File: src/hdl/rsw_map.svh
// offsets, field positions, reset values and timing counts of the block
`ifndef RSW_MAP_SVH
`define RSW_MAP_SVH

// ============================================================
// register byte offsets
`define RSW_CTRL_OFS     4'h0
`define RSW_FLAGS_OFS    4'h4
`define RSW_STATE_OFS    4'h8

// ============================================================
// control register fields
`define RSW_IRQ_FLAG_BIT 7
`define RSW_IRQ_EN_BIT   6
`define RSW_SEL_HI_BIT   5
`define RSW_UNLOCK_BIT   4
`define RSW_RST_EN_BIT   3

// reset cause flag fields
`define RSW_WDF_BIT      3
`define RSW_BODF_BIT     2
`define RSW_EXTF_BIT     1
`define RSW_PORF_BIT     0

// state register fields
`define RSW_ST_REF_BIT   0
`define RSW_ST_MODE_LSB  1
`define RSW_ST_RST_BIT   3

// ============================================================
// reset values and codes
`define RSW_CTRL_RESET   8'h00
`define RSW_FLAGS_RESET  4'h0
`define RSW_UNLOCK_CYC   3'h4
`define RSW_SEL_MAX      4'h9
`define RSW_WD_BASE_LOG2 5'h0b
`define RSW_FUSES_OFF    3'h7

// ============================================================
// timing
`define RSW_CLK_PERIOD_NS    8
`define RSW_BOD_MIN_NS       2000
`define RSW_STARTUP_NS       64000
`define RSW_BOD_MIN_CYCLES \
  ((`RSW_BOD_MIN_NS + `RSW_CLK_PERIOD_NS - 1) / `RSW_CLK_PERIOD_NS)
`define RSW_STARTUP_CYCLES \
  ((`RSW_STARTUP_NS + `RSW_CLK_PERIOD_NS - 1) / `RSW_CLK_PERIOD_NS)

`endif

File: src/hdl/rsw_pkg.sv
// types shared by the reset and watchdog block
package rsw_pkg;
  // watchdog operating mode
  typedef enum logic [1:0] {
    WD_STOPPED,
    WD_IRQ,
    WD_RESET,
    WD_IRQ_RESET
  } wd_mode_t;
endpackage

File: src/hdl/reset_sources_and_watchdog.sv
// reset source combining, start-up stretch and watchdog with avalon slave
`include "rsw_map.svh"

module reset_sources_and_watchdog
  import rsw_pkg::*;
#(
  parameter int STARTUP_DELAY_CYCLES = `RSW_STARTUP_CYCLES,
  parameter int BOD_MIN_CYCLES       = `RSW_BOD_MIN_CYCLES
) (
  input  wire logic        core_clk,
  input  wire logic        reset,
  input  wire logic [3:0]  avs_address,
  input  wire logic        avs_read,
  input  wire logic        avs_write,
  input  wire logic [31:0] avs_writedata,
  input  wire logic [3:0]  avs_byteenable,
  output logic      [31:0] avs_readdata,
  output logic             avs_waitrequest,
  input  wire logic        reset_pin_n,
  input  wire logic        reset_pin_disable_fuse,
  input  wire logic        power_on_detect,
  input  wire logic        low_supply_detect,
  input  wire logic [2:0]  low_supply_level_fuses,
  input  wire logic        always_on_fuse,
  input  wire logic        comparator_reference_select,
  input  wire logic        converter_enable,
  input  wire logic        wd_osc_clk,
  input  wire logic        wd_restart,
  input  wire logic        irq_vector_ack,
  output logic             timeout_irq,
  output logic             internal_reset,
  output logic             reference_enable
);
  localparam int SW = $clog2(STARTUP_DELAY_CYCLES + 1);
  localparam logic [7:0] CTRL_INIT = `RSW_CTRL_RESET;

  logic          served;
  logic          wr_ctrl;
  logic          wr_flags;
  logic [7:0]    wdat;
  logic [31:0]   rd_mux;
  logic          ctl_clr;
  logic          irq_flag;
  logic          irq_enable;
  logic          rst_enable;
  logic [3:0]    sel;
  logic [3:0]    sel_eff;
  logic [2:0]    unlock_cnt;
  logic          unlock_open;
  logic          unlock_req;
  logic          rst_en_eff;
  logic          irq_en_eff;
  wd_mode_t      wd_mode;
  logic          osc_s;
  logic          osc_prev;
  logic          tick;
  logic [20:0]   wd_count;
  logic [20:0]   wd_limit;
  logic          timeout;
  logic          irq_event;
  logic          wd_reset_pulse;
  logic [3:0]    flags;
  logic          bod_enabled;
  logic          bod_hit;
  logic          pin_active;
  logic          sources_now;
  logic [SW-1:0] stretch_cnt;

  // ============================================================
  // avalon slave: one wait cycle on every access
  always_ff @(posedge core_clk) begin
    if (reset) begin
      served <= 1'b0;
    end else begin
      served <= (avs_read || avs_write) && !served;
    end
  end

  assign avs_waitrequest = (avs_read || avs_write) && !served;
  assign wdat     = avs_writedata[7:0];
  assign wr_ctrl  = avs_write && served && avs_byteenable[0]
                    && (avs_address == `RSW_CTRL_OFS) && !ctl_clr;
  assign wr_flags = avs_write && served && avs_byteenable[0]
                    && (avs_address == `RSW_FLAGS_OFS);

  // read mux, unmapped reads zero
  always_comb begin
    rd_mux = 32'h0000_0000;
    unique case (avs_address)
      `RSW_CTRL_OFS: begin
        rd_mux[`RSW_IRQ_FLAG_BIT] = irq_flag;
        rd_mux[`RSW_IRQ_EN_BIT]   = irq_en_eff;
        rd_mux[`RSW_SEL_HI_BIT]   = sel[3];
        rd_mux[`RSW_UNLOCK_BIT]   = unlock_open;
        rd_mux[`RSW_RST_EN_BIT]   = rst_en_eff;
        rd_mux[2:0]               = sel[2:0];
      end
      `RSW_FLAGS_OFS: rd_mux[3:0] = flags;
      `RSW_STATE_OFS: begin
        rd_mux[`RSW_ST_REF_BIT]  = reference_enable;
        rd_mux[`RSW_ST_MODE_LSB +: 2] = wd_mode;
        rd_mux[`RSW_ST_RST_BIT]  = internal_reset;
      end
      default: rd_mux = 32'h0000_0000;
    endcase
  end

  // read data captured in the wait cycle, valid when wait drops
  always_ff @(posedge core_clk) begin
    if (reset) begin
      avs_readdata <= 32'h0000_0000;
    end else if (avs_read && !served) begin
      avs_readdata <= rd_mux;
    end
  end

  // ============================================================
  // watchdog mode decode
  assign ctl_clr    = reset || internal_reset;
  assign rst_en_eff = always_on_fuse || rst_enable
                      || flags[`RSW_WDF_BIT];
  assign irq_en_eff = irq_enable && !always_on_fuse;

  always_comb begin
    unique case ({rst_en_eff, irq_en_eff})
      2'b00: wd_mode = WD_STOPPED;
      2'b01: wd_mode = WD_IRQ;
      2'b10: wd_mode = WD_RESET;
      2'b11: wd_mode = WD_IRQ_RESET;
    endcase
  end

  // ============================================================
  // timed unlock window
  assign unlock_req  = wr_ctrl && wdat[`RSW_UNLOCK_BIT]
                       && wdat[`RSW_RST_EN_BIT];
  assign unlock_open = (unlock_cnt != 3'h0);

  always_ff @(posedge core_clk) begin
    if (ctl_clr) begin
      unlock_cnt <= 3'h0;
    end else if (unlock_req) begin
      unlock_cnt <= `RSW_UNLOCK_CYC;
    end else if (unlock_open) begin
      unlock_cnt <= unlock_cnt - 3'h1;
    end
  end

  // reset enable and select, protected changes only in window
  always_ff @(posedge core_clk) begin
    if (ctl_clr) begin
      rst_enable <= CTRL_INIT[`RSW_RST_EN_BIT];
      sel        <= 4'h0;
    end else if (wr_ctrl && unlock_open
                 && !wdat[`RSW_UNLOCK_BIT]) begin
      rst_enable <= wdat[`RSW_RST_EN_BIT];
      sel        <= {wdat[`RSW_SEL_HI_BIT], wdat[2:0]};
    end else if (wr_ctrl && wdat[`RSW_RST_EN_BIT]) begin
      rst_enable <= 1'b1;
    end
  end

  // interrupt enable, vector in combined mode falls back to reset mode
  always_ff @(posedge core_clk) begin
    if (ctl_clr) begin
      irq_enable <= CTRL_INIT[`RSW_IRQ_EN_BIT];
    end else if (irq_vector_ack && rst_en_eff) begin
      irq_enable <= 1'b0;
    end else if (wr_ctrl) begin
      irq_enable <= wdat[`RSW_IRQ_EN_BIT];
    end
  end

  // ============================================================
  // oscillator edge detect after synchroniser
  level_sync u_osc_sync (
    .core_clk (core_clk),
    .reset    (reset),
    .din      (wd_osc_clk),
    .dout     (osc_s)
  );

  always_ff @(posedge core_clk) begin
    if (reset) begin
      osc_prev <= 1'b0;
    end else begin
      osc_prev <= osc_s;
    end
  end

  assign tick = osc_s && !osc_prev;

  // time-out count, reserved codes behave as the longest
  assign sel_eff  = (sel > `RSW_SEL_MAX) ? `RSW_SEL_MAX : sel;
  assign wd_limit = (21'h00_0001 << (`RSW_WD_BASE_LOG2 + 5'(sel_eff)))
                    - 21'h00_0001;
  assign timeout  = tick && (wd_count == wd_limit)
                    && (wd_mode != WD_STOPPED);

  always_ff @(posedge core_clk) begin
    if (ctl_clr || wd_restart || wd_mode == WD_STOPPED) begin
      wd_count <= 21'h00_0000;
    end else if (tick) begin
      if (wd_count == wd_limit) begin
        wd_count <= 21'h00_0000;
      end else begin
        wd_count <= wd_count + 21'h00_0001;
      end
    end
  end

  // ============================================================
  // time-out actions
  assign irq_event = timeout && (wd_mode == WD_IRQ
                     || (wd_mode == WD_IRQ_RESET && !irq_flag));

  always_ff @(posedge core_clk) begin
    if (ctl_clr) begin
      wd_reset_pulse <= 1'b0;
    end else begin
      wd_reset_pulse <= timeout && (wd_mode == WD_RESET
                        || (wd_mode == WD_IRQ_RESET && irq_flag));
    end
  end

  // interrupt flag, set wins over both clears
  always_ff @(posedge core_clk) begin
    if (ctl_clr) begin
      irq_flag <= 1'b0;
    end else if (irq_event) begin
      irq_flag <= 1'b1;
    end else if (irq_vector_ack
                 || (wr_ctrl && wdat[`RSW_IRQ_FLAG_BIT])) begin
      irq_flag <= 1'b0;
    end
  end

  assign timeout_irq = irq_flag && irq_en_eff;

  // ============================================================
  // reset sources
  assign bod_enabled = (low_supply_level_fuses != `RSW_FUSES_OFF);
  assign pin_active  = !reset_pin_n && !reset_pin_disable_fuse;

  persist_filter #(
    .HOLD_CYCLES (BOD_MIN_CYCLES)
  ) u_bod_filter (
    .core_clk (core_clk),
    .reset    (reset),
    .din      (low_supply_detect && bod_enabled),
    .dout     (bod_hit)
  );

  assign sources_now = power_on_detect || pin_active
                       || bod_hit || wd_reset_pulse;

  // start-up stretch reloads while any source is active
  always_ff @(posedge core_clk) begin
    if (reset) begin
      stretch_cnt <= SW'(STARTUP_DELAY_CYCLES);
    end else if (sources_now) begin
      stretch_cnt <= SW'(STARTUP_DELAY_CYCLES);
    end else if (stretch_cnt != '0) begin
      stretch_cnt <= stretch_cnt - 1'b1;
    end
  end

  // immediate assertion with no clock, stretched release
  assign internal_reset = sources_now || (stretch_cnt != '0);

  // reset cause flags, write zero clears, hardware set wins
  always_ff @(posedge core_clk) begin
    if (reset) begin
      flags <= `RSW_FLAGS_RESET;
    end else if (power_on_detect) begin
      flags <= 4'h1 << `RSW_PORF_BIT;
    end else begin
      flags <= (wr_flags ? (flags & wdat[3:0]) : flags)
               | {wd_reset_pulse, bod_hit, pin_active, 1'b0};
    end
  end

  // ============================================================
  // bandgap reference request
  assign reference_enable = bod_enabled || comparator_reference_select
                            || converter_enable;
endmodule // reset_sources_and_watchdog

File: src/hdl/level_sync.sv
// two flip-flop synchroniser for one level
module level_sync (
  input  wire logic core_clk,
  input  wire logic reset,
  input  wire logic din,
  output logic      dout
);
  logic meta;

  // first stage is read only by the second
  always_ff @(posedge core_clk) begin
    if (reset) begin
      meta <= 1'b0;
      dout <= 1'b0;
    end else begin
      meta <= din;
      dout <= meta;
    end
  end
endmodule // level_sync

File: src/hdl/persist_filter.sv
// passes a level only once it has persisted for a minimum time
module persist_filter #(
  parameter int HOLD_CYCLES = 250
) (
  input  wire logic core_clk,
  input  wire logic reset,
  input  wire logic din,
  output logic      dout
);
  localparam int CW = $clog2(HOLD_CYCLES + 1);
  logic [CW-1:0] cnt;

  // count while the input stays high, restart on any drop
  always_ff @(posedge core_clk) begin
    if (reset || !din) begin
      cnt <= '0;
    end else if (cnt != CW'(HOLD_CYCLES)) begin
      cnt <= cnt + 1'b1;
    end
  end

  // release follows the input at once
  assign dout = din && (cnt == CW'(HOLD_CYCLES));
endmodule // persist_filter

File: config.mk
export PLATFORM = sky130hd
export DESIGN_NAME = reset_sources_and_watchdog
export DESIGN_NICKNAME = d
export VERILOG_FILES = /design/src/hdl/rsw_pkg.sv /design/src/hdl/reset_sources_and_watchdog.sv /design/src/hdl/level_sync.sv /design/src/hdl/persist_filter.sv
export VERILOG_INCLUDE_DIRS = /design/src /design/src/hdl
export SDC_FILE = /design/constraint.sdc
export NUM_CORES = 1
export LEC_CHECK = 0
export CAP_MARGIN = 25
export CORE_ASPECT_RATIO = 2
export CORE_MARGIN = 1.5
export CORE_UTILIZATION = 70
export CTS_BUF_LIST = sky130_fd_sc_hd__clkbuf_4
export DETAILED_ROUTE_END_ITERATION = 7
export DONT_BUFFER_PORTS = 1
export MAX_ROUTING_LAYER = met4
export PLACE_DENSITY = 0.86
export SETUP_SLACK_MARGIN = 0.05
export SLEW_MARGIN = 15
export SYNTH_ARGS = -nofsm -noshare
export SYNTH_HDL_FRONTEND = slang
export SYNTH_SLANG_ARGS = --single-unit
File: constraint.sdc
create_clock -name core_clk -period 9.2 [get_ports core_clk]
set_clock_uncertainty 0.1 [all_clocks]
set_input_delay 1.84 -clock core_clk [delete_from_list [all_inputs] [get_ports core_clk]]
set_output_delay 1.84 -clock core_clk [all_outputs]
set_load 0.005 [all_outputs]
==> impl_metrics.py <==
metrics = {
    "synth": {
        "synthesis.area_um2": 4240,
        "syn_inst": 523,
        "yosysSeqAreaShare_pct": 32.6,
        "ys_ff_latch": 69,
        "synth-async-reset-ratio_pct": 0,
        "synth.avg_cell_area_um2": 8.10,
        "synth_edf_count": 0,
        "synth-main-ff-cell": "dfxtp_1",
        "yosysWarnings": 0,
        "synth_cell_types": 65,
    },
    "floorplan": {
        "pin_count": 93,
        "dieHeight_um": 113,
        "initial_core_util_pct": 71.7,
        "dieWidth_um": 58.0,
        "die-area_um2": 6560,
        "core_region_area_um2": 5910,
        "num_rows": 40,
    },
    "place": {
        "post-dp-hpwl_mm": 6.55,
        "dp_cells": 561,
        "io_buffers": 0,
        "place_congestion": 0.971,
    },
    "clocking": {
        "cts.sinks": 69,
        "clockRootBuffer": "clkbuf_4",
        "cts_resized": 0,
        "cts_setup_buffers": 0,
        "clk_pin_slew_worst_paths_ns": 0.11,
        "clk-insertion-delay-late_ns": 0.44,
        "cts.path.max_buffers": 2,
        "cts_tree": "yes",
        "holdBufCountCts": 0,
        "ctsHtreeMaxLevel": 3,
        "cts_buffers": 9,
    },
    "timing": {
        "min_period_ns": 5.20,
        "max_freq_ghz": 0.192,
        "hold_viol": 0,
        "finalSetupViolations": 0,
        "post-route-period-util_pct": 56.6,
        "slew_headroom_pct": 35.9,
        "slew_violations": 0,
        "grt_setup_unrepaired": "false",
        "worst_pin_slew_ns": 0.961,
        "final.setup.tns_ns": 0,
    },
    "critical_path": {
        "cp.required_ns": 9.37,
        "start_kind": "register",
        "path_class": "register to register",
        "endpoint": "wd_count[3]$_SDFFE_PP0P_",
        "startpoint": "sel[2]$_SDFFE_PP0P_",
        "reg2reg_setup_slack_ns": 4.00,
        "reg2reg_depth": 13,
        "crit_path_end_kind": "register",
        "timing.rr.start": "sel[2]$_SDFFE_PP0P_",
        "timing.rr.end": "wd_count[3]$_SDFFE_PP0P_",
        "critical_path_arrival_ns": 5.38,
        "path_max_fanout": 24,
    },
    "detailed_routing": {
        "viasPerCell": 6.19,
        "ant_nets": 0,
        "drtPass1Iterations": 8,
        "drt_iter0_markers": 236,
        "avgRoutedWirePerCell_um": 15.8,
        "wl_mm": 9.11,
        "drt_drc_violations_left": 4,
        "vias": 3563,
    },
    "hold_path": {
        "min_path_type": "register to register",
        "min_from": "u_osc_sync.meta$_SDFF_PP0_",
    },
    "final_layout": {
        "nets": 574,
        "n_antenna_cell": 0,
        "synthToLayoutAreaGrowth_pct": 0.0294,
        "final_cells": 576,
        "fillers": 496,
        "layout-drive-gt1-share_pct": 7.99,
    },
    "outcome": {
        "violations": "design-rule violations",
        "outcome": "finished with violations",
    },
    "power_and_ir_drop": {
        "p_leak_nw": 1.42,
        "powerDensity_nw_per_um2": 125,
        "vdd_ir_drop_max_mv": 0.137,
    },
    "flow_run": {
        "drv_cap": 0,
    },
    "global_routing": {
        "grt_pass1_wl_mm": 15.4,
        "grt_antenna_before_repair": 0,
        "grt_max_degree": 26,
        "grt_pass1_vias": 3325,
        "grt-ovfl-total": 0,
        "groute.usage.overall_pct": 30.7,
    },
}
-- routing by layer --
metal,global-route usage [%],share of wire (%)
met5,-,0
met1,40.5,44
met4,13.8,2.5
met3,6.63,6.5
met2,44.7,47
-- critical path, cell delays in order, from the launching register on --
cell      delay (ns)
dfxtp_1         0.85
nor2b_1         0.26
ha_1            0.52
nor4b_4         0.50
nand2_1         0.16
ha_1            0.34
and3b_1         0.32
nor4b_1         0.36
a211oi_2        0.07
xnor2_1         0.15
nor4_2          0.30
nand4_1         0.22
nand2b_1        0.74
nor3_1          0.15
-- sequential cells by signal, summed over array words and instances, names as in the netlist --
name / count
u_osc_sync.meta: 1
served: 1
avs_readdata: 8
irq_enable: 1
u_bod_filter.cnt: 8
unlock_cnt: 3
wd_count: 21
osc_prev: 1
sel: 4
u_osc_sync.dout: 1
flags: 4
rst_enable: 1
stretch_cnt: 13
irq_flag: 1
wd_reset_pulse: 1
-- worst min path at each step --
stage,to,slack (ns),cells after the start
finish,u_osc_sync.dout$_SDFF_PP0_,0.36,1
global route,u_osc_sync.dout$_SDFF_PP0_,0.39,1
CTS,u_osc_sync.dout$_SDFF_PP0_,0.36,1
detailed placement,u_osc_sync.dout$_SDFF_PP0_,0.34,1
global placement,u_osc_sync.dout$_SDFF_PP0_,0.33,1
floorplan,u_osc_sync.dout$_SDFF_PP0_,0.31,1
-- where the power goes --
group	leakage (nW)	switching, mW	internal, mW
logic	0.789	0.0181	0.0106
registers	0.558	0.00353	0.303
clock network	0.0689	0.108	0.0870
total	1.42	0.130	0.400
-- cell usage after synthesis (13+ instances only) --
library cell	instances	area, µm²
buf_4	25	188
nor3_1	15	75.1
inv_1	17	63.8
nand2_1	37	139
o21ai_0	18	90.1
nor2_1	58	218
clkbuf_1	13	48.8
xor2_1	15	131
xnor2_1	29	254
dfxtp_1	69	1380
nor2b_1	16	100
nand3_1	25	125
a21oi_1	29	145
-- cells by family (layout without fill, tap and decap cells) --
logic type,Yosys count,after routing,synth area share [%]
fa+ha+maj,8,8,2.36
flops,69,69,32.6
mux,10,10,2.36
other cells,1,24,0.0885
xor+xnor,44,44,9.10
simple gates,228,228,29.1
compound gates,95,95,15.2
buf+inv,68,35,9.21
-- layout by cell type, fill, tap and decap left out, types with 3 or more instances in the layout --
cell type	n
and4_1	4
or2_2	3
a211o_1	6
nor3_1	15
nor2b_1	16
nor2_2	10
o211ai_1	5
a211oi_1	4
nand4b_1	3
or3_1	5
nand3_1	25
ha_1	8
dfxtp_1	69
xnor2_1	29
o21ai_0	18
o22ai_1	3
xor2_1	15
nor4_1	10
a21oi_1	29
o21a_1	3
nand4_1	7
nand2_1	37
mux2i_1	10
conb_1	24
nor2_1	58
inv_1	17
a31oi_1	3
nand2b_1	12
buf_4	3
clkbuf_4	11
a22oi_1	5
-- final cells by class --
cell class,count,area [µm²],area share (%)
sequential,69,1380,32.6
inverter,17,63.8,1.51
timing repair buffer,3,22.5,0.531
multi-input combinational,409,2560,60.4
clock buffer,11,82.6,1.95
clock inverter,4,50.0,1.18
tap,63,78.8,1.86
-- through the flow --
| stage | util (%) | power (mW) | hold slack, ns | setup WS (ns) | area, µm² |
|---|---|---|---|---|---|
| final | 71.8 | 0.530 | 0.362 | 4.00 | 4240 |
| after global routing | 71.8 | 0.551 | 0.391 | 3.61 | 4240 |
| after CTS | 71.7 | 0.532 | 0.360 | 4.01 | 4240 |
| after detailed placement | 69.5 | 0.341 | 0.339 | 4.07 | 4100 |
| after global placement | 69.5 | 0.340 | 0.327 | 4.19 | 4100 |
| after floorplan | - | 0.345 | 0.314 | 4.86 | 4320 |
(Power assumes the default switching activity.)
